`config.mk`:
```
export PLATFORM = sky130hd
export DESIGN_NAME = t16cc_timer
export DESIGN_NICKNAME = d
export VERILOG_FILES = /design/src/t16cc_pkg.sv /design/src/t16cc_in_sync.sv /design/src/t16cc_mode_decode.sv /design/src/t16cc_timer.sv
export SDC_FILE = /design/constraint.sdc
export NUM_CORES = 1
export LEC_CHECK = 0
export ABC_AREA = 1
export CAP_MARGIN = 0
export CELL_PAD_IN_SITES_DETAIL_PLACEMENT = 1
export CELL_PAD_IN_SITES_GLOBAL_PLACEMENT = 1
export CORE_ASPECT_RATIO = 1.25
export CORE_MARGIN = 10
export CORE_UTILIZATION = 50
export CTS_BUF_LIST = sky130_fd_sc_hd__clkbuf_4
export DETAILED_ROUTE_END_ITERATION = 8
export DONT_BUFFER_PORTS = 1
export PLACE_DENSITY_LB_ADDON = 0.1
export SLEW_MARGIN = 20
export SYNTH_ARGS = -nofsm -noshare
export SYNTH_HDL_FRONTEND = slang
export SYNTH_SLANG_ARGS = --single-unit
```
`constraint.sdc`:
```
create_clock -name sys_clk_i -period 7.8 [get_ports sys_clk_i]
set_input_delay 1.17 -clock sys_clk_i [delete_from_list [all_inputs] [get_ports sys_clk_i]]
set_output_delay 1.17 -clock sys_clk_i [all_outputs]
set_load 0.01 [all_outputs]
```
`src/t16cc_pkg.sv`:
```
// Constants, field layouts and types of the sixteen-bit counter with capture.
// Assumes a single system clock; nothing here holds state.
package t16cc_pkg;

  localparam logic [15:0] CNT_MAX    = 16'hffff;
  localparam logic [15:0] CNT_BOTTOM = 16'h0000;
  localparam logic [15:0] TOP_8BIT   = 16'h00ff;
  localparam logic [15:0] TOP_9BIT   = 16'h01ff;
  localparam logic [15:0] TOP_10BIT  = 16'h03ff;
  localparam logic [15:0] CNT_RST    = 16'h0000;
  localparam logic [7:0]  BYTE_RST   = 8'h00;
  localparam logic [15:0] CNT_ONE    = 16'h0001;

  // CPU byte locations
  localparam logic [2:0] LOC_CNT_LO = 3'h0;
  localparam logic [2:0] LOC_CNT_HI = 3'h1;
  localparam logic [2:0] LOC_CAP_LO = 3'h2;
  localparam logic [2:0] LOC_CAP_HI = 3'h3;
  localparam logic [2:0] LOC_FLAGS  = 3'h4;

  // Flag byte layout
  localparam int unsigned FLAG_OVF_BIT = 0;
  localparam int unsigned FLAG_CAP_BIT = 5;

  // Control byte fields
  localparam int unsigned WGM_LO_POS = 0;
  localparam int unsigned WGM_HI_POS = 3;
  localparam int unsigned CS_POS     = 0;
  localparam int unsigned EDGE_POS   = 6;

  // Clock select codes
  localparam logic [2:0] CS_STOP     = 3'h0;
  localparam logic [2:0] CS_DIV1     = 3'h1;
  localparam logic [2:0] CS_DIV8     = 3'h2;
  localparam logic [2:0] CS_DIV64    = 3'h3;
  localparam logic [2:0] CS_DIV256   = 3'h4;
  localparam logic [2:0] CS_DIV1024  = 3'h5;
  localparam logic [2:0] CS_EXT_FALL = 3'h6;
  localparam logic [2:0] CS_EXT_RISE = 3'h7;

  // Prescaler
  localparam logic [9:0] PRE_RST   = 10'h000;
  localparam logic [9:0] PRE_ONE   = 10'h001;
  localparam logic [9:0] PRE_M8    = 10'h007;
  localparam logic [9:0] PRE_M64   = 10'h03f;
  localparam logic [9:0] PRE_M256  = 10'h0ff;
  localparam logic [9:0] PRE_M1024 = 10'h3ff;

  // Point at which the overflow flag is set
  typedef enum logic [1:0] {
    OVF_AT_MAX = 2'b00,
    OVF_AT_TOP = 2'b01,
    OVF_AT_BOT = 2'b10
  } t16cc_ovf_t;

endpackage

```
`src/t16cc_in_sync.sv`:
```
// Three-stage synchroniser with agreement filter for one asynchronous input.
// Assumes the input may change at any time relative to sys_clk_i.
`timescale 1ns/1ps
`default_nettype none
module t16cc_in_sync (
  input  wire logic sys_clk_i,
  input  wire logic reset_i,
  input  wire logic async_i,
  output var  logic level_o
);

  logic s1_r, s2_r, s3_r, lvl_r;
  logic s1_nxt, s2_nxt, s3_nxt, lvl_nxt;

  always_comb begin
    s1_nxt  = async_i;
    s2_nxt  = s1_r;
    s3_nxt  = s2_r;
    lvl_nxt = (s2_r == s3_r) ? s3_r : lvl_r;
  end

  always_ff @(posedge sys_clk_i or posedge reset_i) begin
    if (reset_i) begin
      s1_r  <= 1'b0;
      s2_r  <= 1'b0;
      s3_r  <= 1'b0;
      lvl_r <= 1'b0;
    end else begin
      s1_r  <= s1_nxt;
      s2_r  <= s2_nxt;
      s3_r  <= s3_nxt;
      lvl_r <= lvl_nxt;
    end
  end

  assign level_o = lvl_r;

endmodule // t16cc_in_sync
`default_nettype wire

```
`src/t16cc_mode_decode.sv`:
```
// Decodes the four-bit waveform mode into top value and counting shape.
// Assumes both top sources are stable registers of the caller.
`timescale 1ns/1ps
`default_nettype none
module t16cc_mode_decode (
  input  wire logic                       [3:0]  wgm_i,
  input  wire logic                       [15:0] compare_top_i,
  input  wire logic                       [15:0] capture_top_i,
  output logic                            [15:0] top_o,
  output logic                                   dual_slope_o,
  output logic                                   capture_is_top_o,
  output t16cc_pkg::t16cc_ovf_t                  ovf_at_o
);

  always_comb begin
    top_o            = t16cc_pkg::CNT_MAX;
    dual_slope_o     = 1'b0;
    capture_is_top_o = 1'b0;
    ovf_at_o         = t16cc_pkg::OVF_AT_MAX;
    unique case (wgm_i)
      4'h0: ;
      4'h1: begin top_o = t16cc_pkg::TOP_8BIT;  dual_slope_o = 1'b1; ovf_at_o = t16cc_pkg::OVF_AT_BOT; end
      4'h2: begin top_o = t16cc_pkg::TOP_9BIT;  dual_slope_o = 1'b1; ovf_at_o = t16cc_pkg::OVF_AT_BOT; end
      4'h3: begin top_o = t16cc_pkg::TOP_10BIT; dual_slope_o = 1'b1; ovf_at_o = t16cc_pkg::OVF_AT_BOT; end
      4'h4: top_o = compare_top_i;
      4'h5: begin top_o = t16cc_pkg::TOP_8BIT;  ovf_at_o = t16cc_pkg::OVF_AT_TOP; end
      4'h6: begin top_o = t16cc_pkg::TOP_9BIT;  ovf_at_o = t16cc_pkg::OVF_AT_TOP; end
      4'h7: begin top_o = t16cc_pkg::TOP_10BIT; ovf_at_o = t16cc_pkg::OVF_AT_TOP; end
      4'h8, 4'ha: begin
        top_o = capture_top_i;
        dual_slope_o = 1'b1;
        capture_is_top_o = 1'b1;
        ovf_at_o = t16cc_pkg::OVF_AT_BOT;
      end
      4'h9, 4'hb: begin top_o = compare_top_i; dual_slope_o = 1'b1; ovf_at_o = t16cc_pkg::OVF_AT_BOT; end
      4'hc: begin top_o = capture_top_i; capture_is_top_o = 1'b1; end
      4'hd: ;
      4'he: begin top_o = capture_top_i; capture_is_top_o = 1'b1; ovf_at_o = t16cc_pkg::OVF_AT_TOP; end
      4'hf: begin top_o = compare_top_i; ovf_at_o = t16cc_pkg::OVF_AT_TOP; end
    endcase
  end

endmodule // t16cc_mode_decode
`default_nettype wire

```
`src/t16cc_timer.sv`:
```
// Sixteen-bit up/down counter with input capture and shared high-byte holding register.
// Assumes a CPU byte port with at most one read or write per cycle; pins are asynchronous.
// Contract
// - Holding register keeps its value, so a shared upper byte is written once.
// - Three-bit clock select picks the tick; zero stops the counter.
// - Counter changes by one per step, up or down per direction, except that a single-slope step at top clears it.
// - Clear forces zero; bottom indication when the counter reaches zero.
// - Top indication when the counter reaches the highest value of its sequence.
// - Counter appears to the CPU as upper and lower byte locations.
// - Upper-byte location accesses go to the shared holding register.
// - Reading the counter lower byte copies its upper byte into the holding register.
// - Writing the counter lower byte loads all sixteen bits at once.
// - Each tick clears, counts up or counts down as the mode demands.
// - Counter stays readable and writable whether or not a tick runs.
// - A CPU counter write wins over a coinciding count or clear.
// - Counting follows a four-bit mode field split over two control bytes.
// - Overflow flag set at the mode's point and can raise an interrupt.
// - Capture trigger is the pin, or the comparator on the first timer only.
// - A matching edge copies the full counter into the capture register, except in modes where the capture register is top.
// - Capture flag set in the same cycle the counter is copied.
// - Capture flag with enable set raises a capture interrupt.
// - Capture flag clears on service or on a CPU write of one.
// - Capture lower-byte read copies upper byte to holding register first.
// - Capture register takes CPU writes only when it is the counter's top.
// - One holding register is shared by counter and capture register.
// - Counter maximum is all ones; bottom is zero.
`timescale 1ns/1ps
`default_nettype none
module t16cc_timer #(
  parameter bit HAS_COMPARATOR = 1'b1
) (
  input  wire logic        sys_clk_i,
  input  wire logic        reset_i,
  input  wire logic [2:0]  cpu_sel_i,
  input  wire logic        cpu_rd_i,
  input  wire logic        cpu_wr_i,
  input  wire logic [7:0]  cpu_wdata_i,
  output logic      [7:0]  cpu_rdata_o,
  input  wire logic [7:0]  timer_control_first_i,
  input  wire logic [7:0]  timer_control_second_i,
  input  wire logic [15:0] compare_top_i,
  input  wire logic        ext_clock_pin_i,
  input  wire logic        capture_pin_i,
  input  wire logic        comparator_output_i,
  input  wire logic        comparator_select_i,
  input  wire logic        capture_irq_enable_i,
  input  wire logic        overflow_irq_enable_i,
  input  wire logic        capture_irq_ack_i,
  input  wire logic        overflow_irq_ack_i,
  output logic      [15:0] count_value_o,
  output logic      [15:0] capture_value_o,
  output logic             top_o,
  output logic             bottom_o,
  output logic             overflow_flag_o,
  output logic             capture_flag_o,
  output logic             overflow_irq_o,
  output logic             capture_irq_o
);

  logic [3:0]              wgm;
  logic [2:0]              clk_sel;
  logic                    edge_rise;
  logic [15:0]             top_val;
  logic                    dual_slope;
  logic                    icr_top;
  t16cc_pkg::t16cc_ovf_t   ovf_at;
  logic                    pin_lvl, cmp_lvl, ext_lvl, src_lvl;

  logic [15:0] cnt_r, cnt_nxt, cnt_step, cap_r, cap_nxt;
  logic [7:0]  temp_r, temp_nxt, rdata_r, rdata_nxt;
  logic [9:0]  pre_r, pre_nxt;
  logic        dir_down_r, dir_down_nxt;
  logic        ext_prev_r, src_prev_r;
  logic        top_r, top_nxt, bot_r, bot_nxt;
  logic        ovf_flag_r, ovf_flag_nxt, cap_flag_r, cap_flag_nxt;
  logic        ovf_irq_r, cap_irq_r;
  logic        tick, cnt_write, step, ovf_evt, cap_evt, trig_edge;
  logic        flag_wr;

  assign wgm       = {timer_control_second_i[t16cc_pkg::WGM_HI_POS +: 2],
                      timer_control_first_i[t16cc_pkg::WGM_LO_POS +: 2]};
  assign clk_sel   = timer_control_second_i[t16cc_pkg::CS_POS +: 3];
  assign edge_rise = timer_control_second_i[t16cc_pkg::EDGE_POS];

  t16cc_mode_decode u_mode (
    .wgm_i            (wgm),
    .compare_top_i    (compare_top_i),
    .capture_top_i    (cap_r),
    .top_o            (top_val),
    .dual_slope_o     (dual_slope),
    .capture_is_top_o (icr_top),
    .ovf_at_o         (ovf_at)
  );

  t16cc_in_sync u_pin_sync (
    .sys_clk_i (sys_clk_i),
    .reset_i   (reset_i),
    .async_i   (capture_pin_i),
    .level_o   (pin_lvl)
  );

  t16cc_in_sync u_cmp_sync (
    .sys_clk_i (sys_clk_i),
    .reset_i   (reset_i),
    .async_i   (comparator_output_i),
    .level_o   (cmp_lvl)
  );

  t16cc_in_sync u_ext_sync (
    .sys_clk_i (sys_clk_i),
    .reset_i   (reset_i),
    .async_i   (ext_clock_pin_i),
    .level_o   (ext_lvl)
  );

  // Tick generation from prescaler or external pin
  always_comb begin
    pre_nxt = pre_r + t16cc_pkg::PRE_ONE;
    tick    = 1'b0;
    unique case (clk_sel)
      t16cc_pkg::CS_STOP:     tick = 1'b0;
      t16cc_pkg::CS_DIV1:     tick = 1'b1;
      t16cc_pkg::CS_DIV8:     tick = ((pre_r & t16cc_pkg::PRE_M8) == t16cc_pkg::PRE_M8);
      t16cc_pkg::CS_DIV64:    tick = ((pre_r & t16cc_pkg::PRE_M64) == t16cc_pkg::PRE_M64);
      t16cc_pkg::CS_DIV256:   tick = ((pre_r & t16cc_pkg::PRE_M256) == t16cc_pkg::PRE_M256);
      t16cc_pkg::CS_DIV1024:  tick = (pre_r == t16cc_pkg::PRE_M1024);
      t16cc_pkg::CS_EXT_FALL: tick = ext_prev_r & ~ext_lvl;
      t16cc_pkg::CS_EXT_RISE: tick = ~ext_prev_r & ext_lvl;
    endcase
  end

  // Counter, direction, top and bottom
  always_comb begin
    cnt_write    = cpu_wr_i && (cpu_sel_i == t16cc_pkg::LOC_CNT_LO);
    step         = tick && !cnt_write;
    dir_down_nxt = dual_slope ? dir_down_r : 1'b0;
    cnt_step     = cnt_r + t16cc_pkg::CNT_ONE;
    if (dual_slope) begin
      if (!dir_down_r && cnt_r >= top_val) begin
        dir_down_nxt = 1'b1;
        cnt_step     = cnt_r - t16cc_pkg::CNT_ONE;
      end else if (dir_down_r && cnt_r == t16cc_pkg::CNT_BOTTOM) begin
        dir_down_nxt = 1'b0;
      end else if (dir_down_r) begin
        cnt_step = cnt_r - t16cc_pkg::CNT_ONE;
      end
    end else if (cnt_r == top_val) begin
      cnt_step = t16cc_pkg::CNT_BOTTOM;
    end
    if (!step) begin
      dir_down_nxt = dir_down_r;
    end
    if (cnt_write) begin
      cnt_nxt = {temp_r, cpu_wdata_i};
    end else if (step) begin
      cnt_nxt = cnt_step;
    end else begin
      cnt_nxt = cnt_r;
    end
    top_nxt = (cnt_nxt == top_val);
    bot_nxt = (cnt_nxt == t16cc_pkg::CNT_BOTTOM);
    ovf_evt = 1'b0;
    unique case (ovf_at)
      t16cc_pkg::OVF_AT_MAX: ovf_evt = step && (cnt_r == t16cc_pkg::CNT_MAX);
      t16cc_pkg::OVF_AT_TOP: ovf_evt = step && (cnt_r == top_val);
      t16cc_pkg::OVF_AT_BOT: ovf_evt = step && (cnt_step == t16cc_pkg::CNT_BOTTOM);
      default:               ovf_evt = 1'b0;
    endcase
  end

  // Capture trigger, capture register and flags
  always_comb begin
    src_lvl   = (HAS_COMPARATOR && comparator_select_i) ? cmp_lvl : pin_lvl;
    trig_edge = edge_rise ? (src_lvl & ~src_prev_r) : (~src_lvl & src_prev_r);
    cap_evt   = trig_edge && !icr_top;
    flag_wr   = cpu_wr_i && (cpu_sel_i == t16cc_pkg::LOC_FLAGS);
    cap_nxt   = cap_r;
    if (cap_evt) begin
      cap_nxt = cnt_r;
    end else if (cpu_wr_i && cpu_sel_i == t16cc_pkg::LOC_CAP_LO && icr_top) begin
      cap_nxt = {temp_r, cpu_wdata_i};
    end
    cap_flag_nxt = cap_evt ||
                   (cap_flag_r && !capture_irq_ack_i &&
                    !(flag_wr && cpu_wdata_i[t16cc_pkg::FLAG_CAP_BIT]));
    ovf_flag_nxt = ovf_evt ||
                   (ovf_flag_r && !overflow_irq_ack_i &&
                    !(flag_wr && cpu_wdata_i[t16cc_pkg::FLAG_OVF_BIT]));
  end

  // CPU byte access through the shared holding register
  always_comb begin
    temp_nxt  = temp_r;
    rdata_nxt = rdata_r;
    if (cpu_wr_i && (cpu_sel_i == t16cc_pkg::LOC_CNT_HI || cpu_sel_i == t16cc_pkg::LOC_CAP_HI)) begin
      temp_nxt = cpu_wdata_i;
    end else if (cpu_rd_i && !cpu_wr_i) begin
      unique case (cpu_sel_i)
        t16cc_pkg::LOC_CNT_LO: begin
          rdata_nxt = cnt_r[7:0];
          temp_nxt  = cnt_r[15:8];
        end
        t16cc_pkg::LOC_CAP_LO: begin
          rdata_nxt = cap_r[7:0];
          temp_nxt  = cap_r[15:8];
        end
        t16cc_pkg::LOC_CNT_HI, t16cc_pkg::LOC_CAP_HI: rdata_nxt = temp_r;
        t16cc_pkg::LOC_FLAGS: begin
          rdata_nxt = t16cc_pkg::BYTE_RST;
          rdata_nxt[t16cc_pkg::FLAG_CAP_BIT] = cap_flag_r;
          rdata_nxt[t16cc_pkg::FLAG_OVF_BIT] = ovf_flag_r;
        end
        default: rdata_nxt = t16cc_pkg::BYTE_RST;
      endcase
    end
  end

  always_ff @(posedge sys_clk_i or posedge reset_i) begin
    if (reset_i) begin
      cnt_r      <= t16cc_pkg::CNT_RST;
      cap_r      <= t16cc_pkg::CNT_RST;
      temp_r     <= t16cc_pkg::BYTE_RST;
      rdata_r    <= t16cc_pkg::BYTE_RST;
      pre_r      <= t16cc_pkg::PRE_RST;
      dir_down_r <= 1'b0;
      ext_prev_r <= 1'b0;
      src_prev_r <= 1'b0;
      top_r      <= 1'b0;
      bot_r      <= 1'b0;
      ovf_flag_r <= 1'b0;
      cap_flag_r <= 1'b0;
      ovf_irq_r  <= 1'b0;
      cap_irq_r  <= 1'b0;
    end else begin
      cnt_r      <= cnt_nxt;
      cap_r      <= cap_nxt;
      temp_r     <= temp_nxt;
      rdata_r    <= rdata_nxt;
      pre_r      <= pre_nxt;
      dir_down_r <= dir_down_nxt;
      ext_prev_r <= ext_lvl;
      src_prev_r <= src_lvl;
      top_r      <= top_nxt;
      bot_r      <= bot_nxt;
      ovf_flag_r <= ovf_flag_nxt;
      cap_flag_r <= cap_flag_nxt;
      ovf_irq_r  <= ovf_flag_r && overflow_irq_enable_i;
      cap_irq_r  <= cap_flag_r && capture_irq_enable_i;
    end
  end

  assign cpu_rdata_o     = rdata_r;
  assign count_value_o   = cnt_r;
  assign capture_value_o = cap_r;
  assign top_o           = top_r;
  assign bottom_o        = bot_r;
  assign overflow_flag_o = ovf_flag_r;
  assign capture_flag_o  = cap_flag_r;
  assign overflow_irq_o  = ovf_irq_r;
  assign capture_irq_o   = cap_irq_r;
endmodule // t16cc_timer
`default_nettype wire

```
**Word-level counts from Yosys, hierarchy flattened**

Cells that the tools add are included.

- Mux-type cells: 25
- Reduce and logical (&&, ||, !) cells: 51
- Add/sub/neg operators: 3
- $lt $le $gt $ge: 1
- Bitwise operators: 9
- Equality and inequality tests: 37

Operator list:

| cell | count |
|---|---|
| 16-bit two-way mux | 9 |
| 16-bit case mux with 5 select lines | 1 |
| 16-bit logical NOT | 3 |
| 16-bit == test | 2 |
| 8-bit case mux with 4 select lines | 1 |
| 4-bit == test, second input constant | 7 |
| 1-bit logical AND | 21 |
| 3-bit == test, second input constant | 6 |
| 16-bit by 1-bit adder with 16-bit output, second input constant | 1 |
| 16-bit == test, second input constant | 1 |
| 4-bit by 3-bit == test with 1-bit output, second input constant | 4 |
| 16-bit greater-or-equal comparator | 1 |
| 8-bit two-way mux | 2 |
| 8-bit case mux with 2 select lines | 1 |
| 16-bit by 1-bit subtractor with 16-bit output, second input constant | 1 |
| 3-bit by 2-bit == test with 1-bit output, second input constant | 4 |
| 10-bit by 1-bit adder with 10-bit output, second input constant | 1 |
| 10-bit == test, second input constant | 1 |
| 4-bit by 2-bit == test with 1-bit output, second input constant | 2 |
| 8-bit == test, second input constant | 1 |
| 1-bit logical NOT | 8 |
| 1-bit two-way mux | 8 |
| 1-bit case mux with 8 select lines | 1 |
| 2-bit OR reduction | 4 |
| other kinds (19) | 35 |

- Register bits: 79
- Input bits: 55
- Output and inout bits: 46

**Longest topological paths before layout**

- Depth after elaboration: 11
- Gate-level depth with buffers: 32
- Mapped depth without buffers: 31

**Hierarchy**

Synthesis repeated with hierarchy kept, for this count alone.

- Cells, all modules: 902
- Area, all modules: 6248.5 µm²

By module, submodules not included:

| module | times used | sequential area each (µm²) | area an instance (µm²) | cells an instance |
|---|---|---|---|---|
| t16cc_timer | 1 | 1676.6 | 5524.0 | 801 |
| t16cc_mode_decode | 1 | 0.0 | 364.1 | 74 |
| t16cc_in_sync | 3 | 100.1 | 120.1 | 9 |

**Least setup slack after synthesis**

No wires, ideal clock.

- Path kind: input port to flip-flop
- From: input timer_control_second_i[4]
- To: register top_r, in the netlist top_o
- Path buffers: 3
- Cell stages on the path: 27
- Slack: 3831 ps
- Arrival time: 3898 ps
- Data required time: 7729 ps
- Cell sequence: inv_1 > nor2_1 > clkbuf_1 > clkbuf_1 > a22oi_1 > nand2_1 > inv_1 > ha_1 > nand2_1 > nor2_1 > nand2_1 > o21ai_0 > nor2_1 > nand2_4 > nand3_4 > buf_12 > nand3_1 > nand2_1 > nand2_1 > nand2_1 > nand2_1 > nand2_1 > inv_1 > nand2_1 > nor2_1 > nand2_1 > nor2_1

- Cells in the longest elaborated chain, start to end: 10
- Elaborated cells on any way between the ends: 31
- Those cells by class: order compare: 1; eq/ne: 16; mux: 7; reduce/logical: 7

RTL lines:

| element | RTL line | text |
|---|---|---|
| start, declared | t16cc_timer.sv:40 | `input wire logic [7:0] timer_control_second_i,` |
| 4-bit by 3-bit == test with 1-bit output, or another cell as far along | t16cc_mode_decode.sv:20 | `unique case (wgm_i)` |
| 4-bit OR reduction (no source line) or 2-bit OR reduction (tied branches) | n/a |  |
| 16-bit case mux with 5 select lines | t16cc_mode_decode.sv:20 |  |
| 16-bit greater-or-equal comparator | t16cc_timer.sv:139 | `if (!dir_down_r && cnt_r >= top_val) begin` |
| 1-bit logical AND | t16cc_timer.sv:139 |  |
| 16-bit two-way mux | t16cc_timer.sv:139 |  |
| 16-bit two-way mux (*) | t16cc_timer.sv:138 | `if (dual_slope) begin` |
| 16-bit two-way mux (*) | t16cc_timer.sv:155 | `end else if (step) begin` |
| 16-bit two-way mux (*) | t16cc_timer.sv:153 | `if (cnt_write) begin` |
| named net cnt_nxt[3] | t16cc_timer.sv:69 | `logic [15:0] cnt_r, cnt_nxt, cnt_step, cap_r, cap_nxt;` |
| 16-bit == test (*) | t16cc_timer.sv:160 | `top_nxt = (cnt_nxt == top_val);` |
| named net top_nxt | t16cc_timer.sv:74 | `logic top_r, top_nxt, bot_r, bot_nxt;` |
| end signal, assigned | t16cc_timer.sv:243 | `top_r <= top_nxt;` |
| end, declared | t16cc_timer.sv:74 |  |

The timed path passes the listed nets; every way through them passes the cells marked *.
A chain may end at the register's enable or synchronous reset.

**Final worst setup path**

- From: input timer_control_first_i[0]
- To: register top_r, in the netlist top_o

- Cells in the longest elaborated chain, start to end: 10
- Elaborated cells on any way between the ends: 31
- Those cells by class: order compare: 1; eq/ne: 16; mux: 7; reduce/logical: 7

RTL lines:

| element | RTL line | text |
|---|---|---|
| start, declared | t16cc_timer.sv:39 | `input wire logic [7:0] timer_control_first_i,` |
| 4-bit by 3-bit == test with 1-bit output, or another cell as far along | t16cc_mode_decode.sv:20 |  |
| 4-bit OR reduction (no source line) or 2-bit OR reduction (tied branches) | n/a |  |
| 16-bit case mux with 5 select lines | t16cc_mode_decode.sv:20 |  |
| 16-bit greater-or-equal comparator | t16cc_timer.sv:139 |  |
| 1-bit logical AND | t16cc_timer.sv:139 |  |
| 16-bit two-way mux | t16cc_timer.sv:139 |  |
| 16-bit two-way mux (*) | t16cc_timer.sv:138 |  |
| 16-bit two-way mux (*) | t16cc_timer.sv:155 |  |
| 16-bit two-way mux (*) | t16cc_timer.sv:153 |  |
| named net cnt_nxt[12] | t16cc_timer.sv:69 |  |
| 16-bit == test (*) | t16cc_timer.sv:160 |  |
| named net top_nxt | t16cc_timer.sv:74 |  |

Marked as above.

==> flow_metrics.tcl <==
set metrics [dict create \
    cts_setup_buffers 0 \
    synth_cell_types 51 \
    cts_made_buffers 9 \
    p_leak_nw 3.071 \
    fin_skew_ns 0.01352 \
    yosys_warnings 0 \
    core.rowCount 44 \
    tritoncts "yes" \
    cts.clk_slew.worst_paths_ns 0.13 \
    max_clock_freq_mhz 191.0 \
    holdCritPathClass "flip-flop to flip-flop" \
    io-pin-count 101 \
    setup_viol 0 \
    required_ns 8.17 \
    htreeDepth 3 \
    synth_seq_cells 79 \
    cts.sinks 79 \
    crit_family "simple AND/OR/NAND/NOR gates" \
    critical_path_class "input pin to flip-flop" \
    grt_pass1_vias 6244 \
    slew_violations 0 \
    powerDensity_nw_per_um2 315.4 \
    core_sq_um 11560 \
    cts_max_path_buffers 2 \
    cts-root-buf "clkbuf_4" \
    overflow 0 \
    die_x_microns 116.8 \
    synth_nets 893 \
    worstMarginPinSlew_ns 1.025 \
    initial_core_util 0.5067 \
    ys_seq_area_frac 0.3375 \
    fillers 1512 \
    wl_microns 21220 \
    critPathBufInv 2 \
    place_area_sq_um 5917 \
    final_util 0.5252 \
    ir_drop_v 0.0001298 \
    final_area_sq_um 6072 \
    areaGrowthSynthToFinish_pct 3.652 \
    relSlewSlack 0.3167 \
    max_stage_delay_ns 0.53 \
    netlist_area_sq_um 5858 \
    multiInputGateArea_sq_um 3312 \
    synthCells 815 \
    cpMostUsedCell "nand2_1" \
    critPathSlowestCell "nand2_1" \
    hpwl_microns 17080 \
    insertion_delay_ns 0.44 \
    place.gp.congestion 0.9084 \
    port_buffers 0 \
    crit_path_start_kind "input pin" \
    wl_per_cell_microns 22.38 \
    track_usage 0.2579 \
    cts_resized 0 \
    vias 5786 \
    syn_avg_cell_area_sq_um 7.188 \
    cp.arrival_ns 5.61 \
    ant_nets 0 \
    die_h_microns 141.0 \
    status "complete, no violations" \
    end_kind "flip-flop" \
    grt_max_degree 80 \
    ctsHoldBuffers 0 \
    whs_ns 0.3735 \
    critPathMaxFanout 17 \
    grt_pass1_wl_microns 33020 \
    drv_cap 0 \
    drcViolationCount 0 \
    drt-pass1-iter-count 5 \
    viasPerCell 6.103 \
    drtIter0Drc 418 \
    grt_setup_unrepaired "false" \
    seq_area_sq_um 1977 \
    period_needed_ns 5.235 \
    final.setup.tns_ns 0 \
    antenna_found_initial 0 \
    fin_crit_sh 0.6712 \
    finalPower_mw 1.915 \
    fin_nets 883 \
    drive_gt1_frac 0.08405 \
    hold_violations 0 \
    die_area_sq_um 16470 \
]
[worst paths after layout]
path	startpoint	end	slack [ns]	depth (start not counted)
setup / recovery	timer_control_first_i[0]	top_o	2.56	26
hold / removal	u_ext_sync.s1_r	u_ext_sync.s2_r	0.37	0
setup reg to reg	capture_value_o[8]	top_o	4.16	23
hold reg to reg	u_ext_sync.s1_r	u_ext_sync.s2_r	0.37	0
max in group asynchronous	reset_i	temp_r[4]	6.23	2
min in group asynchronous	reset_i	overflow_irq_o	0.91	2
[report_power, final]
part           internal [mW]  switching [mW]  leakage, nW
sequential             0.506           0.244        0.978
clock                  0.128           0.151       0.0798
combinational          0.286           0.600         2.01
total                  0.920           0.996         3.07
[cell families after synthesis]
kind of cell,synth area share
flops,0.3375
compound gates,0.1493
xor+xnor,0.03289
fa+ha+maj,0.05425
simple gates,0.3289
buf+inv,0.09718
[placed cells by master (no fill, tap or decap), drive strengths merged]
| master | instances |
|---|---|
| dfrtp | 79 |
| o2111ai | 1 |
| or2 | 1 |
| o21bai | 1 |
| clkbuf | 9 |
| a22oi | 10 |
| nor4 | 1 |
| o221ai | 16 |
| ha | 23 |
| nand3 | 65 |
| xnor2 | 1 |
| bufinv | 2 |
| o22ai | 4 |
| a211oi | 1 |
| nand4 | 13 |
| diode | 1 |
| nor2 | 84 |
| buf | 3 |
| a21boi | 1 |
| nand3b | 8 |
| a221oi | 12 |
| inv | 111 |
| xor2 | 21 |
| a21oi | 19 |
| nor3 | 7 |
| o211ai | 10 |
| nand2 | 238 |
| o21ai | 50 |
| o21a | 4 |
| clkinvlp | 1 |
| a21o | 2 |
| a31oi | 3 |
| maj3 | 3 |
| clkinv | 5 |
[worst reg2reg max path: stages, from the launching register on]
cell and delay, ns:
dfrtp_1 0.46, inv_1 0.17, nor2_1 0.07, a221oi_1 0.24, o21ai_0 0.25, inv_1 0.14
ha_1 0.24, nand2_1 0.07, nor2_1 0.05, nand2_1 0.13, nor2_2 0.10, nor2_1 0.41
nand2_1 0.10, nand2_1 0.07, inv_1 0.04, nand2_1 0.07, nand3_1 0.16, nand3b_1 0.17
nand2_1 0.07, nor2_1 0.10, nand2_1 0.12, nor2_1 0.13, nand2_1 0.06, nor2_1 0.14
[flip-flops by register name, indices dropped and copies added, names as in the netlist, 8 cells and up]
| register | cells |
|---|---|
| temp_r | 8 |
| count_value_o | 16 |
| capture_value_o | 16 |
| cpu_rdata_o | 8 |
| pre_r | 10 |
[cell usage after synthesis (all sizes together)]
master / instances / share of area
buf: 10 / 0.014
a21oi: 19 / 0.017
a21boi: 1 / 0.0013
nor3: 7 / 0.011
o21a: 4 / 0.0051
clkinv: 2 / 0.0013
ha: 23 / 0.049
clkbuf: 14 / 0.0094
o21ai: 50 / 0.043
nand4: 13 / 0.014
o221ai: 16 / 0.024
maj3: 3 / 0.0051
a21o: 2 / 0.0026
o21bai: 1 / 0.0013
xor2: 21 / 0.031
or2: 1 / 0.0011
nand2: 238 / 0.16
o2111ai: 1 / 0.0015
nor4: 1 / 0.0011
nor2: 84 / 0.065
a31oi: 3 / 0.0032
xnor2: 1 / 0.0015
a211oi: 1 / 0.0013
o211ai: 10 / 0.013
nand3b: 8 / 0.011
o22ai: 4 / 0.0053
dfrtp: 79 / 0.34
a22oi: 10 / 0.013
a221oi: 12 / 0.018
inv: 111 / 0.072
nand3: 65 / 0.064
[stage by stage]
step           instances  setup WS [ns]
6_report             948          2.565
5_1_grt              947          2.220
4_1_cts              947          2.593
3_5_place_dp         932          2.190
3_3_place_gp         932          2.400
2_1_floorplan        815          3.831
[cell type report]
type | count | share of cell area
Antenna cell | 1 | 0.0004121
Tap cell | 138 | 0.02844
Multi-Input combinational cell | 599 | 0.5454
Timing Repair Buffer | 3 | 0.003709
Clock inverter | 6 | 0.01401
Sequential cell | 79 | 0.3256
Clock buffer | 9 | 0.01113
Inverter | 113 | 0.07130
[layer usage]
layer | up-vias | GRT usage | share of wire | wire length [microns]
met5 | - | 0 | 0 | 0
met4 | 0 | 0.1284 | 0.044 | 939
met3 | 62 | 0.06539 | 0.075 | 1587
met2 | 206 | 0.4435 | 0.50 | 10710
met1 | 2858 | 0.2849 | 0.38 | 7984
li1 | 2660 | - | - | -
(Power assumes the default switching activity.)
